`config.mk`:
```
export PLATFORM = sky130hd
export DESIGN_NAME = product_quotient_unit
export DESIGN_NICKNAME = d
export VERILOG_FILES = /design/src/verilog/pqu_pkg.sv /design/src/verilog/booth_slice_mul.sv /design/src/verilog/product_quotient_unit.sv
export SDC_FILE = /design/constraint.sdc
export NUM_CORES = 2
export LEC_CHECK = 0
export BUFFER_PORTS_ARGS = -buffer_cell sky130_fd_sc_hd__buf_2
export CAP_MARGIN = 30
export CORE_ASPECT_RATIO = 1.25
export CORE_MARGIN = 1.5
export CORE_UTILIZATION = 30
export CTS_CLUSTER_SIZE = 10
export DETAILED_ROUTE_END_ITERATION = 10
export GPL_TIMING_DRIVEN = 1
export SYNTH_ARGS = -nofsm -noshare
export SYNTH_HDL_FRONTEND = slang
export SYNTH_SLANG_ARGS = --single-unit
```
`constraint.sdc`:
```
create_clock -name core_clk -period 16.9 [get_ports core_clk]
set_clock_uncertainty 0.1 [all_clocks]
set_input_delay 0.845 -clock core_clk [delete_from_list [all_inputs] [get_ports core_clk]]
set_output_delay 0.845 -clock core_clk [all_outputs]
set_load 0.01 [all_outputs]
```
`src/verilog/pqu_pkg.sv`:
```
// Shared types and constants of the product/quotient unit
package pqu_pkg;

   // ----------------------------------------------------------------
   // Operations presented by the integer pipe
   // ----------------------------------------------------------------
   typedef enum logic [2:0] {
      op_product_to_result_pair,
      op_accumulate_add_product,
      op_accumulate_subtract_product,
      op_product_to_register,
      op_quotient_remainder_op,
      op_read_upper_word,
      op_read_bottom_word
   } pqu_op_e;

   typedef enum logic [1:0] {
      st_idle,
      st_mul2,
      st_div
   } unit_state_e;

   typedef struct packed {
      pqu_op_e     op;
      logic        is_signed;
      logic [31:0] left_operand;
      logic [31:0] right_operand;
      logic [4:0]  dest;
   } pqu_req_s;

   typedef struct packed {
      logic        valid;
      logic [4:0]  dest;
      logic [31:0] data;
   } rf_write_s;

   // ----------------------------------------------------------------
   // Divide early-in: iterations skipped and repeat rate per width
   // ----------------------------------------------------------------
   localparam logic [4:0] DIV_SKIP_FIT8  = 5'h17;
   localparam logic [4:0] DIV_SKIP_FIT16 = 5'h0f;
   localparam logic [4:0] DIV_SKIP_FIT24 = 5'h07;
   localparam logic [4:0] DIV_SKIP_FULL  = 5'h00;
   localparam logic [5:0] DIV_RPT_FIT8   = 6'h0b;
   localparam logic [5:0] DIV_RPT_FIT16  = 6'h12;
   localparam logic [5:0] DIV_RPT_FIT24  = 6'h19;
   localparam logic [5:0] DIV_RPT_FULL   = 6'h20;
   localparam logic [5:0] DIV_BITS       = 6'h20;

   localparam rf_write_s  RF_WRITE_IDLE  = '0;
   localparam logic [31:0] WORD_RESET    = 32'h0;

endpackage

```
`src/verilog/booth_slice_mul.sv`:
```
// Radix-4 booth multiplier of a signed left operand by a signed slice
`timescale 1ns/1ps
`default_nettype none
module booth_slice_mul #(
   parameter int WA = 33,
   parameter int WB = 17
) (
   input  wire logic signed [WA-1:0]    mcand,
   input  wire logic signed [WB-1:0]    mplier,
   output logic signed [WA+WB-1:0]      prod
);
   localparam int WP = WA + WB;
   localparam int ND = (WB + 1) / 2;

   if (WB < 3 || (WB % 2) == 0 || WA < 2) begin : g_bad_width
      $error("booth_slice_mul: WB must be odd and at least 3");
   end

   logic [2*ND:0]          digits;
   logic signed [WP-1:0]   m1;
   logic signed [WP-1:0]   m2;
   logic signed [WP-1:0]   pp [ND];

   // One spare sign bit pads the last digit triple
   assign digits = {{(2*ND-WB){mplier[WB-1]}}, mplier, 1'b0};
   assign m1     = {{WB{mcand[WA-1]}}, mcand};
   assign m2     = m1 <<< 1;

   // ----------------------------------------------------------------
   // One partial product per recoded digit
   // ----------------------------------------------------------------
   for (genvar i = 0; i < ND; i++) begin : g_digit
      always_comb begin
         case (digits[2*i+2 -: 3])
            3'h1, 3'h2: pp[i] = m1 <<< (2*i);
            3'h3:       pp[i] = m2 <<< (2*i);
            3'h4:       pp[i] = (-m2) <<< (2*i);
            3'h5, 3'h6: pp[i] = (-m1) <<< (2*i);
            default:    pp[i] = '0;
         endcase
      end
   end

   // Modular sum is exact: the true product fits WP bits
   always_comb begin
      prod = '0;
      for (int k = 0; k < ND; k++) begin
         prod = prod + pp[k];
      end
   end
endmodule
`default_nettype wire

```
`src/verilog/product_quotient_unit.sv`:
```
// Multiply/divide unit running beside the integer pipe
`timescale 1ns/1ps
`default_nettype none
// What this block does
// - Own pipeline; keeps advancing whatever the integer pipe does.
// - Booth 32x16 multiplier, result pair, divide machine, muxing and control.
// - Pass count set by right operand: fits 16 bits one pass, else two.
// - A 16-bit multiply every clock; 32x32 multiplies every other clock.
// - Operand size found from operand values, never from the instruction.
// - Divide resolves one quotient bit per clock; 8/16-bit dividends add 2/1 padding clocks.
// - Dividend fitting 8/16/24 bits skips 23/15/7 iterations.
// - Any unit request while a divide runs stalls the integer pipe.
// - Pair multiplies 1/1 or 2/2; register multiply 2/1 or 3/2.
// - Divides take 11/11, 18/18, 25/25, 32/32 clocks by dividend width.
// - Results land in upper and bottom words; moves read them out.
// - Register multiply writes its low word straight to a general register.
// - Accumulate-add adds the product to the pair, keeping the sum.
// - Accumulate-subtract subtracts the product from the pair.
module product_quotient_unit (
   input  wire logic                core_clk,
   input  wire logic                nrst,
   input  wire logic                req_valid,
   input  wire pqu_pkg::pqu_req_s   req,
   output logic                     req_ready,
   output pqu_pkg::rf_write_s       mul_rf_wr,
   output pqu_pkg::rf_write_s       move_rf_wr,
   output logic                     div_busy
);
   import pqu_pkg::*;

   // ----------------------------------------------------------------
   // State
   // ----------------------------------------------------------------
   unit_state_e   state_r,       state_nxt;
   pqu_op_e       op_r,          op_nxt;
   logic          signed_r,      signed_nxt;
   logic [31:0]   left_r,        left_nxt;
   logic [31:0]   right_r,       right_nxt;
   logic [4:0]    dest_r,        dest_nxt;
   logic [49:0]   partial_r,     partial_nxt;
   logic [31:0]   upper_r,       upper_nxt;
   logic [31:0]   bottom_r,      bottom_nxt;
   logic [31:0]   rem_r,         rem_nxt;
   logic [31:0]   quo_r,         quo_nxt;
   logic [31:0]   dvs_r,         dvs_nxt;
   logic          neg_q_r,       neg_q_nxt;
   logic          neg_rem_r,     neg_rem_nxt;
   logic [5:0]    iter_r,        iter_nxt;
   logic [5:0]    cnt_r,         cnt_nxt;
   rf_write_s     rf_pend_r,     rf_pend_nxt;
   rf_write_s     rf_out_r,      rf_out_nxt;
   rf_write_s     move_r,        move_nxt;

   // ----------------------------------------------------------------
   // Issue and operand sizing
   // ----------------------------------------------------------------
   logic          accept;
   logic          is_mul_op;
   logic          right_fits16;
   logic          fit8;
   logic          fit16;
   logic          fit24;
   logic signed [32:0] mcand;
   logic signed [16:0] slice;
   logic signed [49:0] pass_prod;
   logic [63:0]   full_prod;
   logic [63:0]   pair_now;
   logic [63:0]   pair_new;
   logic          mul_done;
   pqu_op_e       done_op;
   logic [4:0]    done_dest;

   // Integer pipe stall never reaches this unit; only our own state gates issue
   assign req_ready = (state_r == st_idle);
   assign accept    = req_valid && req_ready;
   assign div_busy  = (state_r == st_div);
   assign is_mul_op = (req.op == op_product_to_result_pair) ||
                      (req.op == op_accumulate_add_product) ||
                      (req.op == op_accumulate_subtract_product) ||
                      (req.op == op_product_to_register);

   // Width taken from the values themselves
   assign right_fits16 = req.is_signed ?
      (req.right_operand[31:15] == {17{req.right_operand[15]}}) :
      (req.right_operand[31:16] == 16'h0);
   assign fit8  = req.is_signed ?
      (req.left_operand[31:7] == {25{req.left_operand[7]}}) :
      (req.left_operand[31:8] == 24'h0);
   assign fit16 = req.is_signed ?
      (req.left_operand[31:15] == {17{req.left_operand[15]}}) :
      (req.left_operand[31:16] == 16'h0);
   assign fit24 = req.is_signed ?
      (req.left_operand[31:23] == {9{req.left_operand[23]}}) :
      (req.left_operand[31:24] == 8'h0);

   // ----------------------------------------------------------------
   // Multiplier pass select
   // ----------------------------------------------------------------
   // An extra top bit lets the signed slice also carry unsigned values
   always_comb begin
      if (state_r == st_mul2) begin
         mcand = {signed_r & left_r[31], left_r};
         slice = {signed_r & right_r[31], right_r[31:16]};
      end else if (right_fits16) begin
         mcand = {req.is_signed & req.left_operand[31], req.left_operand};
         slice = {req.is_signed & req.right_operand[15], req.right_operand[15:0]};
      end else begin
         mcand = {req.is_signed & req.left_operand[31], req.left_operand};
         slice = {1'b0, req.right_operand[15:0]};
      end
   end

   booth_slice_mul #(
      .WA (33),
      .WB (17)
   ) u_booth (
      .mcand  (mcand),
      .mplier (slice),
      .prod   (pass_prod)
   );

   always_comb begin
      if (state_r == st_mul2) begin
         full_prod = {pass_prod[47:0], 16'h0} + {{14{partial_r[49]}}, partial_r};
      end else begin
         full_prod = {{14{pass_prod[49]}}, pass_prod};
      end
   end

   assign mul_done  = (state_r == st_mul2) || (accept && is_mul_op && right_fits16);
   assign done_op   = (state_r == st_mul2) ? op_r : req.op;
   assign done_dest = (state_r == st_mul2) ? dest_r : req.dest;
   assign pair_now  = {upper_r, bottom_r};

   always_comb begin
      case (done_op)
         op_accumulate_add_product:      pair_new = pair_now + full_prod;
         op_accumulate_subtract_product: pair_new = pair_now - full_prod;
         default:                        pair_new = full_prod;
      endcase
   end

   // ----------------------------------------------------------------
   // Divide step, shared by the issue cycle and the running cycles
   // ----------------------------------------------------------------
   logic          div_start;
   logic [31:0]   mag_left;
   logic [31:0]   mag_right;
   logic [4:0]    skip;
   logic [5:0]    rpt;
   logic [31:0]   cur_rem;
   logic [31:0]   cur_quo;
   logic [31:0]   cur_dvs;
   logic [5:0]    cur_iter;
   logic [32:0]   trial;
   logic [31:0]   step_rem;
   logic [31:0]   step_quo;
   logic [5:0]    step_iter;
   logic          cur_neg_q;
   logic          cur_neg_rem;
   logic          div_final;

   assign div_start = accept && (req.op == op_quotient_remainder_op);
   assign mag_left  = (req.is_signed && req.left_operand[31]) ?
                      -req.left_operand : req.left_operand;
   assign mag_right = (req.is_signed && req.right_operand[31]) ?
                      -req.right_operand : req.right_operand;

   always_comb begin
      if (fit8) begin
         skip = DIV_SKIP_FIT8;
         rpt  = DIV_RPT_FIT8;
      end else if (fit16) begin
         skip = DIV_SKIP_FIT16;
         rpt  = DIV_RPT_FIT16;
      end else if (fit24) begin
         skip = DIV_SKIP_FIT24;
         rpt  = DIV_RPT_FIT24;
      end else begin
         skip = DIV_SKIP_FULL;
         rpt  = DIV_RPT_FULL;
      end
   end

   always_comb begin
      if (div_start) begin
         cur_rem     = WORD_RESET;
         cur_quo     = mag_left << skip;
         cur_dvs     = mag_right;
         cur_iter    = DIV_BITS - {1'b0, skip};
         cur_neg_q   = req.is_signed && (req.left_operand[31] ^ req.right_operand[31]);
         cur_neg_rem = req.is_signed && req.left_operand[31];
      end else begin
         cur_rem     = rem_r;
         cur_quo     = quo_r;
         cur_dvs     = dvs_r;
         cur_iter    = iter_r;
         cur_neg_q   = neg_q_r;
         cur_neg_rem = neg_rem_r;
      end
      trial     = {cur_rem, cur_quo[31]};
      step_rem  = cur_rem;
      step_quo  = cur_quo;
      step_iter = cur_iter;
      // Restoring step on magnitudes, one quotient bit per clock
      if (cur_iter != 6'h0) begin
         step_iter = cur_iter - 6'h1;
         if (trial >= {1'b0, cur_dvs}) begin
            step_rem = 32'(trial - {1'b0, cur_dvs});
            step_quo = {cur_quo[30:0], 1'b1};
         end else begin
            step_rem = trial[31:0];
            step_quo = {cur_quo[30:0], 1'b0};
         end
      end
   end

   // Padding cycles after the last iteration hold the values
   assign div_final = (state_r == st_div) && (cnt_r == 6'h1);

   // ----------------------------------------------------------------
   // Next state
   // ----------------------------------------------------------------
   always_comb begin
      state_nxt   = state_r;
      op_nxt      = op_r;
      signed_nxt  = signed_r;
      left_nxt    = left_r;
      right_nxt   = right_r;
      dest_nxt    = dest_r;
      partial_nxt = partial_r;
      upper_nxt   = upper_r;
      bottom_nxt  = bottom_r;
      rem_nxt     = step_rem;
      quo_nxt     = step_quo;
      dvs_nxt     = cur_dvs;
      neg_q_nxt   = cur_neg_q;
      neg_rem_nxt = cur_neg_rem;
      iter_nxt    = step_iter;
      cnt_nxt     = cnt_r;
      rf_pend_nxt = RF_WRITE_IDLE;
      rf_out_nxt  = rf_pend_r;
      move_nxt    = RF_WRITE_IDLE;

      if (accept) begin
         op_nxt     = req.op;
         signed_nxt = req.is_signed;
         left_nxt   = req.left_operand;
         right_nxt  = req.right_operand;
         dest_nxt   = req.dest;
      end

      if (accept && is_mul_op && !right_fits16) begin
         partial_nxt = pass_prod;
         state_nxt   = st_mul2;
      end

      if (mul_done) begin
         if (done_op == op_product_to_register) begin
            rf_pend_nxt = '{valid: 1'b1, dest: done_dest, data: full_prod[31:0]};
         end else begin
            upper_nxt  = pair_new[63:32];
            bottom_nxt = pair_new[31:0];
         end
         state_nxt = st_idle;
      end

      if (accept && req.op == op_read_upper_word) begin
         move_nxt = '{valid: 1'b1, dest: req.dest, data: upper_r};
      end
      if (accept && req.op == op_read_bottom_word) begin
         move_nxt = '{valid: 1'b1, dest: req.dest, data: bottom_r};
      end

      if (div_start) begin
         cnt_nxt   = rpt - 6'h1;
         state_nxt = st_div;
      end
      if (state_r == st_div) begin
         cnt_nxt = cnt_r - 6'h1;
      end
      if (div_final) begin
         upper_nxt  = neg_rem_r ? -step_rem : step_rem;
         bottom_nxt = neg_q_r ? -step_quo : step_quo;
         state_nxt  = st_idle;
      end
   end

   always_ff @(posedge core_clk or negedge nrst) begin
      if (!nrst) begin
         state_r   <= st_idle;
         op_r      <= op_product_to_result_pair;
         signed_r  <= 1'b0;
         left_r    <= WORD_RESET;
         right_r   <= WORD_RESET;
         dest_r    <= 5'h0;
         partial_r <= 50'h0;
         upper_r   <= WORD_RESET;
         bottom_r  <= WORD_RESET;
         rem_r     <= WORD_RESET;
         quo_r     <= WORD_RESET;
         dvs_r     <= WORD_RESET;
         neg_q_r   <= 1'b0;
         neg_rem_r <= 1'b0;
         iter_r    <= 6'h0;
         cnt_r     <= 6'h0;
         rf_pend_r <= RF_WRITE_IDLE;
         rf_out_r  <= RF_WRITE_IDLE;
         move_r    <= RF_WRITE_IDLE;
      end else begin
         state_r   <= state_nxt;
         op_r      <= op_nxt;
         signed_r  <= signed_nxt;
         left_r    <= left_nxt;
         right_r   <= right_nxt;
         dest_r    <= dest_nxt;
         partial_r <= partial_nxt;
         upper_r   <= upper_nxt;
         bottom_r  <= bottom_nxt;
         rem_r     <= rem_nxt;
         quo_r     <= quo_nxt;
         dvs_r     <= dvs_nxt;
         neg_q_r   <= neg_q_nxt;
         neg_rem_r <= neg_rem_nxt;
         iter_r    <= iter_nxt;
         cnt_r     <= cnt_nxt;
         rf_pend_r <= rf_pend_nxt;
         rf_out_r  <= rf_out_nxt;
         move_r    <= move_nxt;
      end
   end

   assign mul_rf_wr  = rf_out_r;
   assign move_rf_wr = move_r;
endmodule
`default_nettype wire

```
==> metrics.cfg <==
[finish]
synthToLayoutAreaGrowth_pct=11.5
num-fill-cells=18526
drive_gt1_frac=0.100
fin_nets=7584

[cts]
htree_levels=2
clk_pin_slew_ps=70
clkSinkCount=397
cts_tree=built
post_cts_buffers=0
cts_buffer_depth=3
numCtsBuffers=50
cts_hold_buf=0
clk-insertion-delay-late_ps=690
clockRootBuffer=clkbuf_16

[timing]
period_needed_ps=16040
slew_headroom=0.204
fin_ws_ps=864
hold_slack_ps=88.7
slew_violations=0
worstMarginPinSlew_ps=1190
final-setup-viol-count=0
finalSetupTns_ps=0
rsz0062_at_grt=no
fmax_mhz=62.4
period_share=0.949
hold_viol=0

[critical_path]
crit_fanout=10
cp-end-kind=flip-flop
r2r_cells=54
crit_buf_inv=5
path_depth=54
required_ps=17360
slowest_stage=xnor2_1
worstPathArrival_ps=16490
crit_family=compound AO/OA/AOI/OAI gates
cp-start-kind=flip-flop
cpPeakStageDelay_ps=840
path_class=reg -> reg

[logic_synthesis]
syn_inst=6996
synth-seq-cells=397
synth_most_common_cell=nand2_1
synth_top_area_frac=0.189
synthArstFlopShare=1.00
ys_types=94
synth.largest_area_cell=dfrtp_1
syn_area_um2=52700
synth_warnings=0
synth-edff-count=0
seq_area_frac_synth=0.189
synth_ff_type=dfrtp_1
synth.avg_cell_area_um2=7.53
synth_nets=7573
synthTopCellsByArea=dfrtp_1, fa_1, nand2_1, a21oi_1, o21ai_0
synth_commonest_cells=nand2_1, nor2_1, a21oi_1

[global_routing]
grt_pass1_wl_um=415000
grtUsageMet3=0.0896
use_met1=0.374
gr-total-overflow=0
met2_usage=0.498
grt_pass1_vias=55930
antenna_found_initial=18
grt_max_degree=91
busiest_layer=met2
grt_use_total=0.322

[die]
rows=171
die_h_um=471
io_pins=154
die_x_um=378
core_um2=174000
floorplan.initialDensity=0.303
die-area_um2=178000

[placement]
place_ws_ps=1290
detailed_place_hpwl_um=222000
io_buffer_count=153
gp_congestion=1.12

[routing]
wl_per_cell_um=31.3
routed_wl_um=294000
dr.pass1.iters=11
vias_per_cell=6.32
drtIter0Drc=8025
ant_nets=0
drcViolationCount=3
vias=59177

[status]
outcome=finished with violations
violations=DRC

[min_path]
hold_class=in -> async

[job]
cap_viol_max_count=0

-- logic make-up (layout without fill, tap and decap cells) --
group                      Yosys count  in the layout  share of synthesized area
AOI/OAI and AO/OA                 2463           2463                      0.304
xor gates and xnor gates           393            393                     0.0661
adders and majority gates          501            501                      0.158
buffers and inverters              938            971                     0.0676
DFF                                397            397                      0.189
muxes                              164            164                     0.0327
other                                0              6                          0
and+or+nand+nor                   2140           2140                      0.183
-- per-stage QoR --
| stage | cell area [µm²] | utilization | std cells |
|---|---|---|---|
| after floorplan | 52700 | - | 6996 |
| after detailed placement | 56900 | 0.327 | 9266 |
| after CTS | 58500 | 0.336 | 9340 |
| final | 58700 | 0.338 | 9370 |
| after global routing | 58700 | 0.338 | 9365 |
| after global placement | 56900 | 0.327 | 9257 |
-- flip-flops by register name, summed over array words and instances (netlist names), 3 cells and up --
register and count:
partial_r 50, quo_r 32, cnt_r 6, left_r 32
move_rf_wr 38, mul_rf_wr 38, rf_out_nxt 38, right_r 16
upper_r 32, iter_r 6, bottom_r 32, op_r 3
dvs_r 32, dest_r 5, rem_r 32
-- layout by cell type (no fill, tap or decap), types with 32 or more instances in the layout --
master	count
nand2_1	829
nor2_1	628
a21oi_1	584
o21ai_0	581
inv_1	430
dfrtp_1	397
buf_4	299
fa_1	274
xnor2_1	234
ha_1	227
xor2_1	155
buf_2	155
o22ai_1	153
a21o_1	144
o211ai_1	131
o221ai_1	120
nor3_1	115
nand3_1	108
a221oi_1	93
a211oi_1	91
mux2i_1	85
a31oi_1	74
and2_1	61
mux2_2	59
a22oi_1	54
o31ai_1	53
or3_1	52
o21a_1	51
clkbuf_16	51
nand2b_1	45
nand4_1	44
and3_1	41
or2_2	39
nor2b_1	38
a22o_1	37
nor4_1	32
-- what timing repair did --
item / in CTS / in global routing
endpoints found under the hold margin: 0 / 0
gates resized for setup: 0 / 1
setup endpoints to repair: 0 / 1
-- layout make-up --
type,count,area (µm²),share of cell area
antenna,6,15.0,0.000256
tap,2335,2920,0.0497
timing repair buffer,463,3170,0.0539
sequential,397,9930,0.169
clock inverter,10,148,0.00251
clock buffer,64,1400,0.0238
inverter,434,1630,0.0277
multi-input combinational,5661,39500,0.673
-- metal layers --
layer	routed length [µm]	vias to the layer above	part of all wire
li1	-	25241	-
met3	33300	1219	0.11
met5	140	-	0.00048
met4	30800	16	0.10
met2	126000	4055	0.43
met1	104000	28646	0.35
-- path summary, 6_finish.rpt --
path                                startpoint  slack [ps]            end
worst min register to register  rf_out_nxt[34]         230  mul_rf_wr[34]
worst min-delay path                      nrst          90  mul_rf_wr[13]
min in group core_clk           rf_out_nxt[34]         230  mul_rf_wr[34]
worst max-delay path                state_r[0]         860    upper_r[31]
worst max register to register      state_r[0]         860    upper_r[31]
max in group asynchronous                 nrst       14750     left_r[16]
Power is not shown: default switching activity piles up to over one toggle a cycle in this logic, so the estimate is an artifact.
